File: src/include/pamc_pkg.sv
// Purpose: Shared constants and carriers for the PHY negotiation and mode control block
// Assumes: 100 MHz system clock, 16-bit management registers on a plain strobe port
// Notes:   Ability vectors are ordered {100 full, 100 half, 10 full, 10 half}
`default_nettype none
package pamc_pkg;
  // Clock rate and printed or chosen times in their own units
  localparam int CLK_KHZ        = 100000;
  localparam int LINK_FAIL_MS   = 1200;   // Least no-pulse window before link fail
  localparam int HW_RST_MS      = 10;     // Least hold time of the reset pin
  localparam int XOVER_MS       = 50;     // Silence on the receive pair before a swap
  localparam int BLINK_MS       = 40;     // Half period of indicator blinking

  // Register offsets
  localparam logic [4:0] REG_CTRL   = 5'h00;
  localparam logic [4:0] REG_ADV    = 5'h04;
  localparam logic [4:0] REG_SPEC   = 5'h10;
  localparam logic [4:0] REG_INT    = 5'h11;

  // Control register fields
  localparam int CTRL_SOFT_RST  = 15;
  localparam int CTRL_SPEED     = 13;
  localparam int CTRL_AN_EN     = 12;
  localparam int CTRL_PWR_DOWN  = 11;
  localparam int CTRL_RESTART   = 9;
  localparam int CTRL_DUPLEX    = 8;
  // Advertisement register fields
  localparam int ADV_PAUSE      = 10;
  localparam int ADV_ABIL_LSB   = 5;
  localparam logic [4:0] ADV_SELECTOR = 5'h01;
  // Specific register fields
  localparam int SPEC_XOVER_OFF = 11;
  localparam int SPEC_REPEATER  = 2;
  localparam int SPEC_APS       = 1;
  localparam int SPEC_ANA_OFF   = 0;
  // Interrupt register fields: flags low, enables high
  localparam int INT_FLAG_LSB   = 0;
  localparam int INT_MASK_LSB   = 8;
  // Cause order in the flag vector
  localparam int EV_DUPLEX = 0;
  localparam int EV_SPEED  = 1;
  localparam int EV_LINK   = 2;
  localparam int EV_ARB    = 3;

  localparam logic [4:0] ADDR_DEFAULT = 5'h01;

  typedef enum logic [2:0] {
    ST_FORCED   = 3'b000,
    ST_ABILITY  = 3'b001,
    ST_LINK_OK  = 3'b010,
    ST_PARALLEL = 3'b011,
    ST_FAIL     = 3'b100
  } pamc_arb_e;

  // Events seen on the line by the analog front end
  typedef struct packed {
    logic       nlpRx;        // Normal link pulse received
    logic       idle100Rx;    // 100 Mbps active idle received
    logic       flpRx;        // Partner ability word received
    logic [3:0] partnerAbil;  // Partner abilities with flpRx
    logic       linkPulse;    // Any valid link activity keeping link alive
    logic       rxEnergy;     // Signal present on the receive pair
    logic       txAct;
    logic       rxAct;
    logic       collision;
  } pamc_line_s;

  // Levels on the strap pins
  typedef struct packed {
    logic       negotiationEnable;
    logic       duplex;
    logic       speed;
    logic       repeater;
    logic       ledMode2;     // Pull-up on carrier sense
    logic [4:0] stationAddr;  // From the indicator pins
  } pamc_strap_s;

  // Mode outputs toward the data path and analog front end
  typedef struct packed {
    logic flpTx;
    logic mdixSwap;
    logic linkUp;
    logic speed100;
    logic fullDuplex;
    logic pause;
    logic powerDown;
    logic autoPowerSaving;
    logic analogOff;
    logic macIsolate;
    logic repeaterMode;
  } pamc_mode_s;
endpackage
`default_nettype wire

File: src/rtl/pamc_top.sv
// Purpose: Negotiation, strap decode, crossover, indicators, power and interrupt control of a 10/100 PHY
// Assumes: Line events arrive decoded and synchronous; register port answers one cycle after a read
// Notes:   All state is one struct; timers above 4096 cycles are parameters for short simulations
//
// Design decisions made here: the register addresses and the plain strobed port.
`default_nettype none
module pamc_top #(
  parameter int LINK_FAIL_CYC = pamc_pkg::LINK_FAIL_MS * pamc_pkg::CLK_KHZ,
  parameter int HW_RST_CYC    = pamc_pkg::HW_RST_MS * pamc_pkg::CLK_KHZ,
  parameter int XOVER_CYC     = pamc_pkg::XOVER_MS * pamc_pkg::CLK_KHZ,
  parameter int BLINK_CYC     = pamc_pkg::BLINK_MS * pamc_pkg::CLK_KHZ
) (
  input  wire logic                  sys_clk,
  input  wire logic                  sys_rst,
  input  wire logic                  hwResetN,
  input  wire pamc_pkg::pamc_strap_s strap,
  input  wire logic                  isolateInput,
  input  wire pamc_pkg::pamc_line_s  line,
  input  wire logic [4:0]            regAddr,
  input  wire logic [15:0]           regWdata,
  input  wire logic                  regWr,
  input  wire logic                  regRd,
  output var  logic [15:0]           regRdata,
  output var  pamc_pkg::pamc_mode_s  mode,
  output var  logic [4:0]            indicator,
  output var  logic [4:0]            stationAddr,
  output var  logic                  carrierSense,
  output var  logic                  intN
);

  typedef struct packed {
    pamc_pkg::pamc_strap_s strapHeld;
    logic                  strapsDue;
    logic                  anEn;
    logic                  spdSel;
    logic                  dupSel;
    logic                  pwrDown;
    logic [3:0]            adv;
    logic                  pause;
    logic                  xoverOff;
    logic                  rptrBit;
    logic                  auto_power_saving;
    logic                  anaOff;
    logic [3:0]            intMask;
    logic [3:0]            intFlag;
    pamc_pkg::pamc_arb_e   arb;
    logic                  linkUp;
    logic                  speed100;
    logic                  fullDup;
    logic                  mdixSwap;
    logic [27:0]           linkTmr;
    logic [27:0]           xoverTmr;
    logic [27:0]           blinkTmr;
    logic [27:0]           rstTmr;
    logic                  actPend;
    logic                  colPend;
    logic                  blinkOn;
    logic [15:0]           rdata;
    pamc_pkg::pamc_mode_s  modeOut;
    logic [4:0]            ledOut;
    logic                  crs;
    logic                  intNOut;
  } pamc_state_s;

  pamc_state_s stateFf;
  pamc_state_s nxtState;

  // Ability vector built from the straps
  function automatic logic [3:0] pamc_strap_abil(input logic dup, input logic speed_strap);
    logic [3:0] abil;
    abil = 4'h1;
    abil[1] = dup;
    abil[2] = speed_strap;
    abil[3] = dup & speed_strap;
    return abil;
  endfunction

  // Load every software-visible field with its default derived from the held straps
  function automatic pamc_state_s pamc_defaults(input pamc_state_s s, input pamc_pkg::pamc_strap_s st);
    pamc_state_s r;
    r = s;
    r.anEn     = st.negotiationEnable;
    r.spdSel   = st.speed;
    r.dupSel   = st.duplex;
    r.pwrDown  = 1'b0;
    r.adv      = pamc_strap_abil(st.duplex, st.speed);
    r.pause    = 1'b0;
    r.xoverOff = ~st.negotiationEnable;
    r.rptrBit  = 1'b0;
    r.auto_power_saving      = 1'b0;
    r.anaOff   = 1'b0;
    r.intMask  = 4'h0;
    r.intFlag  = 4'h0;
    r.arb      = st.negotiationEnable ? pamc_pkg::ST_ABILITY : pamc_pkg::ST_FORCED;
    r.linkUp   = 1'b0;
    r.linkTmr  = 28'h0000000;
    r.xoverTmr = 28'h0000000;
    r.mdixSwap = 1'b0;
    return r;
  endfunction

  logic [3:0]  common;
  logic        regOk;
  logic        hwRstDone;
  logic        tmrExpire;
  logic        blinkTick;
  logic [3:0]  events;

  always_comb begin
    nxtState = stateFf;
    events   = 4'h0;
    common   = stateFf.adv & line.partnerAbil;
    // Management access is cut while isolated
    regOk    = ~isolateInput;
    hwRstDone = (stateFf.rstTmr == 28'(HW_RST_CYC - 1)) & ~hwResetN;
    tmrExpire = (stateFf.linkTmr == 28'(LINK_FAIL_CYC - 1));
    blinkTick = (stateFf.blinkTmr == 28'(BLINK_CYC - 1));

    // Reset pin must stay low the whole window; a glitch restarts the count
    nxtState.rstTmr = hwResetN ? 28'h0000000 : (hwRstDone ? stateFf.rstTmr : stateFf.rstTmr + 28'h0000001);

    // Straps are taken once after power-on or a completed pin reset, then held; soft reset reuses the held straps
    if (stateFf.strapsDue) begin
      nxtState.strapHeld = strap;
      nxtState.strapsDue = 1'b0;
      nxtState = pamc_defaults(nxtState, strap);
    end else if (!stateFf.pwrDown) begin
      // Negotiation arbiter; frozen while powered down
      nxtState.linkTmr = stateFf.linkTmr + 28'h0000001;
      case (stateFf.arb)
        pamc_pkg::ST_FORCED: begin
          // Forced mode: no ability exchange, link on any partner activity
          nxtState.speed100 = stateFf.spdSel;
          nxtState.fullDup  = stateFf.dupSel;
          if (line.linkPulse) begin
            nxtState.linkUp  = 1'b1;
            nxtState.linkTmr = 28'h0000000;
          end else if (tmrExpire) begin
            nxtState.linkUp  = 1'b0;
            nxtState.linkTmr = 28'h0000000;
          end
        end
        pamc_pkg::ST_ABILITY: begin
          if (line.flpRx && common != 4'h0) begin
            nxtState.arb      = pamc_pkg::ST_LINK_OK;
            nxtState.speed100 = common[3] | common[2];
            nxtState.fullDup  = common[3] | (~common[2] & common[1]);
            nxtState.linkUp   = 1'b1;
            nxtState.linkTmr  = 28'h0000000;
          end else if (line.idle100Rx && stateFf.adv[2]) begin
            nxtState.arb      = pamc_pkg::ST_PARALLEL;
            nxtState.speed100 = 1'b1;
            nxtState.fullDup  = 1'b0;
            nxtState.linkUp   = 1'b1;
            nxtState.linkTmr  = 28'h0000000;
          end else if (line.nlpRx) begin
            nxtState.arb      = pamc_pkg::ST_PARALLEL;
            nxtState.speed100 = 1'b0;
            nxtState.fullDup  = 1'b0;
            nxtState.linkUp   = 1'b1;
            nxtState.linkTmr  = 28'h0000000;
          end else if (tmrExpire) begin
            nxtState.linkTmr  = 28'h0000000;
          end
        end
        pamc_pkg::ST_LINK_OK, pamc_pkg::ST_PARALLEL: begin
          if (line.linkPulse) begin
            nxtState.linkTmr = 28'h0000000;
          end else if (tmrExpire) begin
            nxtState.arb     = pamc_pkg::ST_FAIL;
            nxtState.linkUp  = 1'b0;
            nxtState.linkTmr = 28'h0000000;
          end
        end
        pamc_pkg::ST_FAIL: begin
          // One cycle in link fail, then negotiation starts over
          nxtState.arb = pamc_pkg::ST_ABILITY;
        end
        default: begin
          nxtState.arb = pamc_pkg::ST_FORCED;
        end
      endcase

      // Crossover hunts only while negotiating and not disabled by software
      if (stateFf.anEn && !stateFf.xoverOff && !stateFf.linkUp && !line.rxEnergy) begin
        if (stateFf.xoverTmr == 28'(XOVER_CYC - 1)) begin
          nxtState.mdixSwap = ~stateFf.mdixSwap;
          nxtState.xoverTmr = 28'h0000000;
        end else begin
          nxtState.xoverTmr = stateFf.xoverTmr + 28'h0000001;
        end
      end else begin
        nxtState.xoverTmr = 28'h0000000;
      end
      if (!stateFf.anEn || stateFf.xoverOff) begin
        nxtState.mdixSwap = 1'b0;
      end
    end

    // Register writes; control bits steer the arbiter directly
    if (regWr && regOk && !stateFf.strapsDue) begin
      case (regAddr)
        pamc_pkg::REG_CTRL: begin
          nxtState.spdSel  = regWdata[pamc_pkg::CTRL_SPEED];
          nxtState.dupSel  = regWdata[pamc_pkg::CTRL_DUPLEX];
          nxtState.anEn    = regWdata[pamc_pkg::CTRL_AN_EN];
          nxtState.pwrDown = regWdata[pamc_pkg::CTRL_PWR_DOWN];
          if (!regWdata[pamc_pkg::CTRL_AN_EN]) begin
            nxtState.arb    = pamc_pkg::ST_FORCED;
            nxtState.linkUp = 1'b0;
          end else if (regWdata[pamc_pkg::CTRL_RESTART] || !stateFf.anEn) begin
            nxtState.arb     = pamc_pkg::ST_ABILITY;
            nxtState.linkUp  = 1'b0;
            nxtState.linkTmr = 28'h0000000;
          end
          if (regWdata[pamc_pkg::CTRL_SOFT_RST]) begin
            nxtState = pamc_defaults(nxtState, stateFf.strapHeld);
          end
        end
        pamc_pkg::REG_ADV: begin
          nxtState.adv   = regWdata[pamc_pkg::ADV_ABIL_LSB +: 4];
          nxtState.pause = regWdata[pamc_pkg::ADV_PAUSE];
        end
        pamc_pkg::REG_SPEC: begin
          nxtState.xoverOff = regWdata[pamc_pkg::SPEC_XOVER_OFF];
          nxtState.rptrBit  = regWdata[pamc_pkg::SPEC_REPEATER];
          nxtState.auto_power_saving      = regWdata[pamc_pkg::SPEC_APS];
          nxtState.anaOff   = regWdata[pamc_pkg::SPEC_ANA_OFF];
        end
        pamc_pkg::REG_INT: begin
          nxtState.intMask = regWdata[pamc_pkg::INT_MASK_LSB +: 4];
        end
        default: begin
        end
      endcase
    end

    // Read data stands only in the cycle after the strobe; unmapped reads give zero
    nxtState.rdata = 16'h0000;
    if (regRd && regOk) begin
      case (regAddr)
        pamc_pkg::REG_CTRL: begin
          nxtState.rdata[pamc_pkg::CTRL_SPEED]    = stateFf.spdSel;
          nxtState.rdata[pamc_pkg::CTRL_AN_EN]    = stateFf.anEn;
          nxtState.rdata[pamc_pkg::CTRL_PWR_DOWN] = stateFf.pwrDown;
          nxtState.rdata[pamc_pkg::CTRL_DUPLEX]   = stateFf.dupSel;
        end
        pamc_pkg::REG_ADV: begin
          nxtState.rdata[pamc_pkg::ADV_PAUSE]         = stateFf.pause;
          nxtState.rdata[pamc_pkg::ADV_ABIL_LSB +: 4] = stateFf.adv;
          nxtState.rdata[4:0]                         = pamc_pkg::ADV_SELECTOR;
        end
        pamc_pkg::REG_SPEC: begin
          nxtState.rdata[pamc_pkg::SPEC_XOVER_OFF] = stateFf.xoverOff;
          nxtState.rdata[pamc_pkg::SPEC_REPEATER]  = stateFf.rptrBit;
          nxtState.rdata[pamc_pkg::SPEC_APS]       = stateFf.auto_power_saving;
          nxtState.rdata[pamc_pkg::SPEC_ANA_OFF]   = stateFf.anaOff;
        end
        pamc_pkg::REG_INT: begin
          nxtState.rdata[pamc_pkg::INT_FLAG_LSB +: 4] = stateFf.intFlag;
          nxtState.rdata[pamc_pkg::INT_MASK_LSB +: 4] = stateFf.intMask;
          nxtState.intFlag = 4'h0;
        end
        default: begin
        end
      endcase
    end

    // Change events; a set in the cycle of a clearing read wins
    events[pamc_pkg::EV_DUPLEX] = nxtState.fullDup != stateFf.fullDup;
    events[pamc_pkg::EV_SPEED]  = nxtState.speed100 != stateFf.speed100;
    events[pamc_pkg::EV_LINK]   = nxtState.linkUp != stateFf.linkUp;
    events[pamc_pkg::EV_ARB]    = nxtState.arb != stateFf.arb;
    if (!stateFf.strapsDue) begin
      nxtState.intFlag = nxtState.intFlag | events;
    end
    nxtState.intNOut = ~|(nxtState.intFlag & nxtState.intMask);

    // Blink base and stretch: an event is held until the next tick shows it
    nxtState.blinkTmr = blinkTick ? 28'h0000000 : stateFf.blinkTmr + 28'h0000001;
    nxtState.actPend  = stateFf.actPend | line.txAct | line.rxAct;
    nxtState.colPend  = stateFf.colPend | line.collision;
    if (blinkTick) begin
      nxtState.blinkOn = (stateFf.actPend | stateFf.colPend) & ~stateFf.blinkOn;
      nxtState.actPend = line.txAct | line.rxAct;
      nxtState.colPend = line.collision;
    end

    // Indicator mapping; blinking drops the lamp during the off phase, but inverts the duplex lamp in the second mode
    if (!stateFf.strapHeld.ledMode2) begin
      nxtState.ledOut[0] = stateFf.linkUp;
      nxtState.ledOut[1] = stateFf.linkUp & stateFf.fullDup;
      nxtState.ledOut[2] = stateFf.linkUp & ~stateFf.speed100 & ~(stateFf.blinkOn & stateFf.actPend);
      nxtState.ledOut[3] = stateFf.linkUp & stateFf.speed100 & ~(stateFf.blinkOn & stateFf.actPend);
      nxtState.ledOut[4] = stateFf.colPend;
    end else begin
      nxtState.ledOut[0] = stateFf.linkUp & ~(stateFf.blinkOn & stateFf.actPend);
      nxtState.ledOut[1] = (stateFf.linkUp & stateFf.fullDup) ^ (stateFf.blinkOn & stateFf.colPend);
      nxtState.ledOut[2] = stateFf.linkUp & ~stateFf.speed100;
      nxtState.ledOut[3] = stateFf.linkUp & stateFf.speed100;
      nxtState.ledOut[4] = 1'b0;
    end

    // Carrier sense: receive only in repeater mode
    nxtState.crs = line.rxAct | (line.txAct & ~(stateFf.rptrBit | stateFf.strapHeld.repeater));

    // Mode outputs
    nxtState.modeOut.flpTx           = stateFf.arb == pamc_pkg::ST_ABILITY && !stateFf.pwrDown;
    nxtState.modeOut.mdixSwap        = stateFf.mdixSwap;
    nxtState.modeOut.linkUp          = stateFf.linkUp;
    nxtState.modeOut.speed100        = stateFf.speed100;
    nxtState.modeOut.fullDuplex      = stateFf.fullDup;
    nxtState.modeOut.pause           = stateFf.pause;
    nxtState.modeOut.powerDown       = stateFf.pwrDown;
    nxtState.modeOut.autoPowerSaving = stateFf.auto_power_saving;
    nxtState.modeOut.analogOff       = stateFf.anaOff;
    nxtState.modeOut.macIsolate      = isolateInput;
    nxtState.modeOut.repeaterMode    = stateFf.rptrBit | stateFf.strapHeld.repeater;

    // A completed pin reset behaves like power-on: straps are taken again
    if (hwRstDone) begin
      nxtState.strapsDue = 1'b1;
      nxtState.linkUp    = 1'b0;
    end
  end

  // Single state register; reset loads constants only
  always_ff @(posedge sys_clk or posedge sys_rst) begin
    if (sys_rst) begin
      stateFf <= '0;
      stateFf.strapsDue <= 1'b1;
      stateFf.strapHeld.stationAddr <= pamc_pkg::ADDR_DEFAULT;
      stateFf.intNOut <= 1'b1;
    end else begin
      stateFf <= nxtState;
    end
  end

  assign regRdata     = stateFf.rdata;
  assign mode         = stateFf.modeOut;
  assign indicator    = stateFf.ledOut;
  assign stationAddr  = stateFf.strapHeld.stationAddr;
  assign carrierSense = stateFf.crs;
  assign intN         = stateFf.intNOut;

endmodule
`default_nettype wire

File: config.mk
export PLATFORM = sky130hd
export DESIGN_NAME = pamc_top
export DESIGN_NICKNAME = d
export VERILOG_FILES = /design/src/include/pamc_pkg.sv /design/src/rtl/pamc_top.sv
export SDC_FILE = /design/constraint.sdc
export NUM_CORES = 1
export LEC_CHECK = 0
export ABC_AREA = 1
export BUFFER_PORTS_ARGS = -buffer_cell sky130_fd_sc_hd__buf_2
export CORE_ASPECT_RATIO = 1.4
export CORE_MARGIN = 3
export CORE_UTILIZATION = 56
export CTS_BUF_LIST = sky130_fd_sc_hd__clkbuf_4 sky130_fd_sc_hd__clkbuf_8
export CTS_CLUSTER_DIAMETER = 30
export CTS_CLUSTER_SIZE = 20
export DETAILED_ROUTE_END_ITERATION = 8
export GPL_TIMING_DRIVEN = 1
export PLACE_DENSITY = 0.79
export SYNTH_ARGS = -nofsm -noshare
export SYNTH_HDL_FRONTEND = slang
export SYNTH_SLANG_ARGS = --single-unit
File: constraint.sdc
create_clock -name sys_clk -period 5.8 [get_ports sys_clk]
set_clock_uncertainty 0.2 [all_clocks]
set_input_delay 0.58 -clock sys_clk [delete_from_list [all_inputs] [get_ports sys_clk]]
set_output_delay 0.58 -clock sys_clk [all_outputs]
set_load 0.02 [all_outputs]
# Word level (Yosys, flattened, before mapping)
# Index checks and enable logic that the tools add are counted.
dict set report word_totals {
  reg_bits 186
  inputBits 49
  out_inout_bits 39
  wordCells 182
}
dict set report op_classes {
  addsub 4
  eq_ne 15
  mux 56
  bitwise 37
  n_reduce_logical 24
}
# op n
set ops {}
lappend ops {{2-to-1 mux 177 bit} 2}
lappend ops {{2-to-1 mux 28 bit} 12}
lappend ops {{2-to-1 mux 160 bit} 1}
lappend ops {{2-to-1 mux 63 bit} 2}
lappend ops {{adder 28 x 1 -> 28 bit (second input constant)} 4}
lappend ops {{one-hot mux 28 bit (2 select lines)} 1}
lappend ops {{2-to-1 mux 4 bit} 9}
lappend ops {{2-to-1 mux 32 bit} 1}
lappend ops {{== test 28 x 20 -> 1 bit (second input constant)} 1}
lappend ops {{== test 28 x 22 -> 1 bit (second input constant)} 1}
lappend ops {{== test 28 x 23 -> 1 bit (second input constant)} 1}
lappend ops {{== test 28 x 27 -> 1 bit (second input constant)} 1}
lappend ops {{2-to-1 mux 6 bit} 3}
lappend ops {{one-hot mux 4 bit (2 select lines)} 2}
lappend ops {{bitwise AND 1 bit} 14}
lappend ops {{2-to-1 mux 14 bit} 1}
lappend ops {{one-hot mux 3 bit (4 select lines)} 1}
lappend ops {{2-to-1 mux 1 bit} 11}
lappend ops {{== test 5 bit (second input constant)} 2}
lappend ops {{inverter 1 bit} 10}
lappend ops {{one-hot mux 5 bit (2 select lines)} 1}
lappend ops {{logical AND 1 bit} 9}
lappend ops {{OR 1 bit} 9}
lappend ops {{one-hot mux 1 bit (3 select lines)} 3}
lappend ops {{other kinds (23)} 34}

# Depth between registers and ports, before layout
dict set report depth {
  ltp_word 20
  mapped_depth 17
  depth_no_buf 17
}

# Worst setup path after synthesis
# OpenSTA, ideal clock, no wires.
dict set report synth_timing {
  path_type {register to register}
  start {register stateFf[121] in the netlist's numbering}
  end {register stateFf[143] in the netlist's numbering}
  setup_time_ns 0.074
  t_arrival_ns 1.778
  t_required_ns 5.526
  setup_slack_ns 3.748
  path_stages_with_launch 13
  path_buffers 0
  synth_period_minus_slack_ns 2.052
  cell_sequence {dfrtp_1 -> ha_1 -> nand2_2 -> nor2_2 -> nand2_2 -> nor2_4 -> nand3_2 -> nor3_4 -> nand2_4 -> nor2_8 -> a21oi_2 -> or2_1 -> a21oi_2}
}
# item line_no
set synth_lines {}
lappend synth_lines {{start, declared} pamc_top.sv:65} ;# pamc_state_s stateFf;
lappend synth_lines {{start signal, assigned} pamc_top.sv:335} ;# stateFf <= nxtState;

==> metrics.sh <==
STATUS='completed'
WORST_SETUP_PATH_START_KIND='input pin'
DIE_AREA_UM2=19800
YS_TYPES=59
ROOT_BUFFER='sky130_fd_sc_hd__clkbuf_8'
PORT_BUFFERS=81
FIRST_ITER_VIOLATIONS=779
POST_SYNTH_MUX_AREA_SHARE_PCT=0
WORST_R2R_STARTPOINT='stateFf[177]'
CRITICAL_PATH_REQUIRED_NS=5.94
CLOCK_LATENCY_NS=0.48
HOLD_VIOLATION_TOTAL_FROM_THE_FINAL_REPORT=0
SYNTH-ASYNC-RESET-RATIO_PCT=100
SYNTH_COMPOUND_AREA_SHARE_PCT=11.7
FINALCRITICALPERIOD_NS=3.52
LARGEST_NET_DEGREE_AT_THE_START_OF_GLOBAL_ROUTING=186
REPORT.POWER.TOTAL_uW=2890
ACHIEVABLE-FREQUENCY_MHz=284
IR_DROP_mV=0.163
DRIVE_GT1_SHARE_PCT=12.1
DRC=0
HOLD_PATH.CLASS='input pin to asynchronous set/reset pin'
DRV_SLEW=0
FINAL.HOLD.WORST_SLACK_NS=0.0678
DESIGN.PORTCOUNT=88
WORST_REG2REG_PATH_ENDPOINT='stateFf[126]'
CTS_MADE_BUFFERS=17
INITIAL_STANDARD_CELL_UTILIZATION_OF_THE_CORE_PCT=57.9
DIE_WIDTH_UM=120
PERIOD_SHARE_PCT=60.7
POWER.DENSITY_nW_PER_UM2=265
YOSYS.AREA_SHARE.SIMPLE_PCT=28.7
FINAL_ANTENNA_NET_COUNT=0
PLACEMENT_ROWS=57
DOMINANTREGCELLSYNTH='sky130_fd_sc_hd__dfrtp_1'
NUMBER_OF_ANTENNA_VIOLATIONS_AT_THE_FIRST_CHECK_IN_GLOBAL_ROUTING=0
REGTOREGSETUPSLACK_NS=2.50
CLOCK-SINKS=185
GRT_FIRST_PASS_WIRELENGTH_UM=40100
FIRST_PASS_ITERS=5
DIE_H_UM=165
CTS_SETUP_BUFFERS=0
NUMBER_OF_GLOBAL_ROUTE_VIAS_BEFORE_REPAIR=8599
POST_CTS_RESIZE_COUNT=0
CLK_PIN_SLEW_WORST_PATHS_NS=0.09
POSTSYNTHAREAPERCELL_UM2=7.73
FINAL_NET_COUNT=1409
TIMING.CRITICAL_PATH.TO_TYPE='flip-flop'
GRT_OVERFLOW=0
SETUP-VIOLATIONS-FINAL=0
DPL.HPWL_UM=17100
NETLIST_INSTANCES=1314
SYNTH_EDF_COUNT=0
SLEW-LIMIT-HEADROOM_PCT=27.0
DESIGN.CORE.AREA_UM2=17500
SLEW_AT_THE_PIN_WITH_THE_WORST_MAX_SLEW_SLACK_NS=1.09
SYNTH_SEQUENTIAL_AREA_RATIO_PCT=45.6
GRT.TOTAL_USAGE_PCT=24.9
CTS_BUFFER_DEPTH=2
CP_MAX_FO=16
SETUP_TOTAL_NEGATIVE_SLACK_NS=0
H-TREE-DEPTH=4
POST_DRT_WL_PER_CELL_UM=14.8
PLACE_CONGESTION=0.904
CTS_TREE='built'
ROUTED_WL_UM=23800
RSZ0062_AT_GRT='false'
ANTENNA-DIODE-COUNT=0
SYNTH_AREA_UM2=10200
MAX_CAP_VIOLATIONS=0
LARGEST_FAMILY_OF_LOGIC_CELLS_BY_SYNTHESIZED_AREA='simple AND/OR/NAND/NOR gates'
CELLLEAKAGEPOWER_uW=0.00529
SYNTH_XOR_AREA_SHARE_PCT=2.93
DATA_ARRIVAL_AT_THE_ENDPOINT_OF_THE_CRITICAL_PATH_NS=3.66
SYNTH_SEQ_CELLS=185
LAYOUT-AREA-OVERHEAD-VS-SYNTH_PCT=7.24
SYNTH.YOSYS.WARNINGS=0
POST_DRT_VIA_CELL_RATIO=5.49
CRIT_TYPE='input pin to flip-flop'
SYNTHADDERAREAFRAC_PCT=0.493
TOTAL_VIA_COUNT_AFTER_DETAILED_ROUTING=8819
R2R.WORST_PATH.CELLS=8
-- critical path, stage by stage --
cell and delay (ns):
sky130_fd_sc_hd__dlygate4sd3_1 0.53, sky130_fd_sc_hd__buf_2 0.13, sky130_fd_sc_hd__inv_1 0.06, sky130_fd_sc_hd__nand2_1 0.05, sky130_fd_sc_hd__nor2_1 0.59, sky130_fd_sc_hd__nand2_1 0.29
sky130_fd_sc_hd__nor2_4 0.27, sky130_fd_sc_hd__nand2_1 0.11, sky130_fd_sc_hd__nand2_1 0.40, sky130_fd_sc_hd__inv_1 0.38, sky130_fd_sc_hd__o21ai_0 0.20, sky130_fd_sc_hd__a21oi_1 0.06
-- cell usage in the layout, fill, tap and decap left out, types with 6 or more instances in the layout --
cell type / n
sky130_fd_sc_hd__inv_1: 180
sky130_fd_sc_hd__nor3_1: 46
sky130_fd_sc_hd__nand2_2: 7
sky130_fd_sc_hd__a21oi_1: 73
sky130_fd_sc_hd__a211oi_1: 8
sky130_fd_sc_hd__nor3_2: 9
sky130_fd_sc_hd__nand3_1: 83
sky130_fd_sc_hd__nor2_1: 139
sky130_fd_sc_hd__xnor2_1: 6
sky130_fd_sc_hd__inv_6: 6
sky130_fd_sc_hd__o21ai_0: 83
sky130_fd_sc_hd__nor2_2: 10
sky130_fd_sc_hd__nand4_1: 33
sky130_fd_sc_hd__buf_2: 81
sky130_fd_sc_hd__nand2_1: 268
sky130_fd_sc_hd__dfrtp_1: 182
sky130_fd_sc_hd__xor2_1: 28
sky130_fd_sc_hd__a31oi_1: 7
sky130_fd_sc_hd__nor4_1: 16
sky130_fd_sc_hd__clkbuf_8: 18
-- flip-flops by register name (all words and copies together), names as in the netlist --
| signal | flops |
|---|---|
| carrierSense | 1 |
| regRdata | 13 |
| nxtState | 8 |
| intN | 1 |
| indicator | 5 |
| stateFf | 141 |
| stationAddr | 5 |
| mode | 11 |
-- cell usage after synthesis, types with 4 or more instances --
master	count	area, um^2
sky130_fd_sc_hd__buf_2	5	25.0
sky130_fd_sc_hd__clkbuf_1	20	75.1
sky130_fd_sc_hd__nor3_2	9	90.1
sky130_fd_sc_hd__a21oi_1	73	365
sky130_fd_sc_hd__or2_2	5	31.3
sky130_fd_sc_hd__nand2_2	7	43.8
sky130_fd_sc_hd__inv_1	181	679
sky130_fd_sc_hd__buf_4	37	278
sky130_fd_sc_hd__o211ai_1	5	37.5
sky130_fd_sc_hd__nor2_2	10	62.6
sky130_fd_sc_hd__xor2_1	28	245
sky130_fd_sc_hd__nand2_1	268	1010
sky130_fd_sc_hd__nor3b_1	4	30.0
sky130_fd_sc_hd__nor3_1	46	230
sky130_fd_sc_hd__nor2_1	139	522
sky130_fd_sc_hd__xnor2_1	6	52.6
sky130_fd_sc_hd__a22oi_1	5	37.5
sky130_fd_sc_hd__a211oi_1	8	60.1
sky130_fd_sc_hd__a31oi_1	7	43.8
sky130_fd_sc_hd__o21ai_0	83	415
sky130_fd_sc_hd__nand3_1	83	415
sky130_fd_sc_hd__dfrtp_1	182	4550
sky130_fd_sc_hd__nand4_1	33	206
sky130_fd_sc_hd__ha_1	4	50.1
sky130_fd_sc_hd__nor4_1	16	100
-- layer usage --
layer | share of wire [%] | track usage, % | vias to the layer above
met4 | 2.2 | 9.12 | 0
met5 | 0 | 0 | -
li1 | - | - | 4357
met3 | 4.8 | 4.57 | 48
met1 | 42 | 31.0 | 4174
met2 | 51 | 43.6 | 240
-- report_power, final --
group	internal, uW	total [uW]	switching (uW)
Clock	324	819	495
Sequential	1410	1530	119
Combinational	180	542	361
Total	1920	2890	975
-- cell type report --
cell class                      instances  area, um^2
Clock buffer                           19         255
Clock inverter                         13         109
Fill cell                            1583        6650
Inverter                              183         691
Multi-Input combinational cell        884        4460
Sequential cell                       185        4630
Tap cell                              236         295
Timing Repair Buffer                   85         450
-- timing repair --
action	CTS	global route
hold buffers	0	1
endpoints found under the setup margin	0	0
endpoints found under the hold margin	0	1
-- per-stage QoR --
step / utilization (%) / instance area, um^2 / instances / setup WS, ns
floorplan: - / 10200 / 1316 / 2.64
detailed placement: 60.0 / 10500 / 1572 / 2.42
global route: 62.1 / 10900 / 1605 / 2.00
finish: 62.1 / 10900 / 1605 / 2.28
CTS: 62.0 / 10900 / 1604 / 2.58
global placement: 60.0 / 10500 / 1572 / 2.50
-- how the worst max path moves through the flow --
stage / startpoint / end / slack (ns) / cells after the start
floorplan: sys_rst / carrierSense / 2.64 / 1
global placement: isolateInput / stateFf[143] / 2.50 / 11
detailed placement: isolateInput / stateFf[128] / 2.42 / 11
CTS: stateFf[177] / stateFf[128] / 2.58 / 8
global route: isolateInput / stateFf[140] / 2.00 / 12
finish: isolateInput / stateFf[126] / 2.28 / 12
-- kinds of logic after synthesis --
logic type | Yosys count
other cells | 1
compound gates | 208
simple gates | 635
fa+ha+maj | 4
flops | 185
buf+inv | 247
xor+xnor | 34
(Power assumes the default switching activity.)
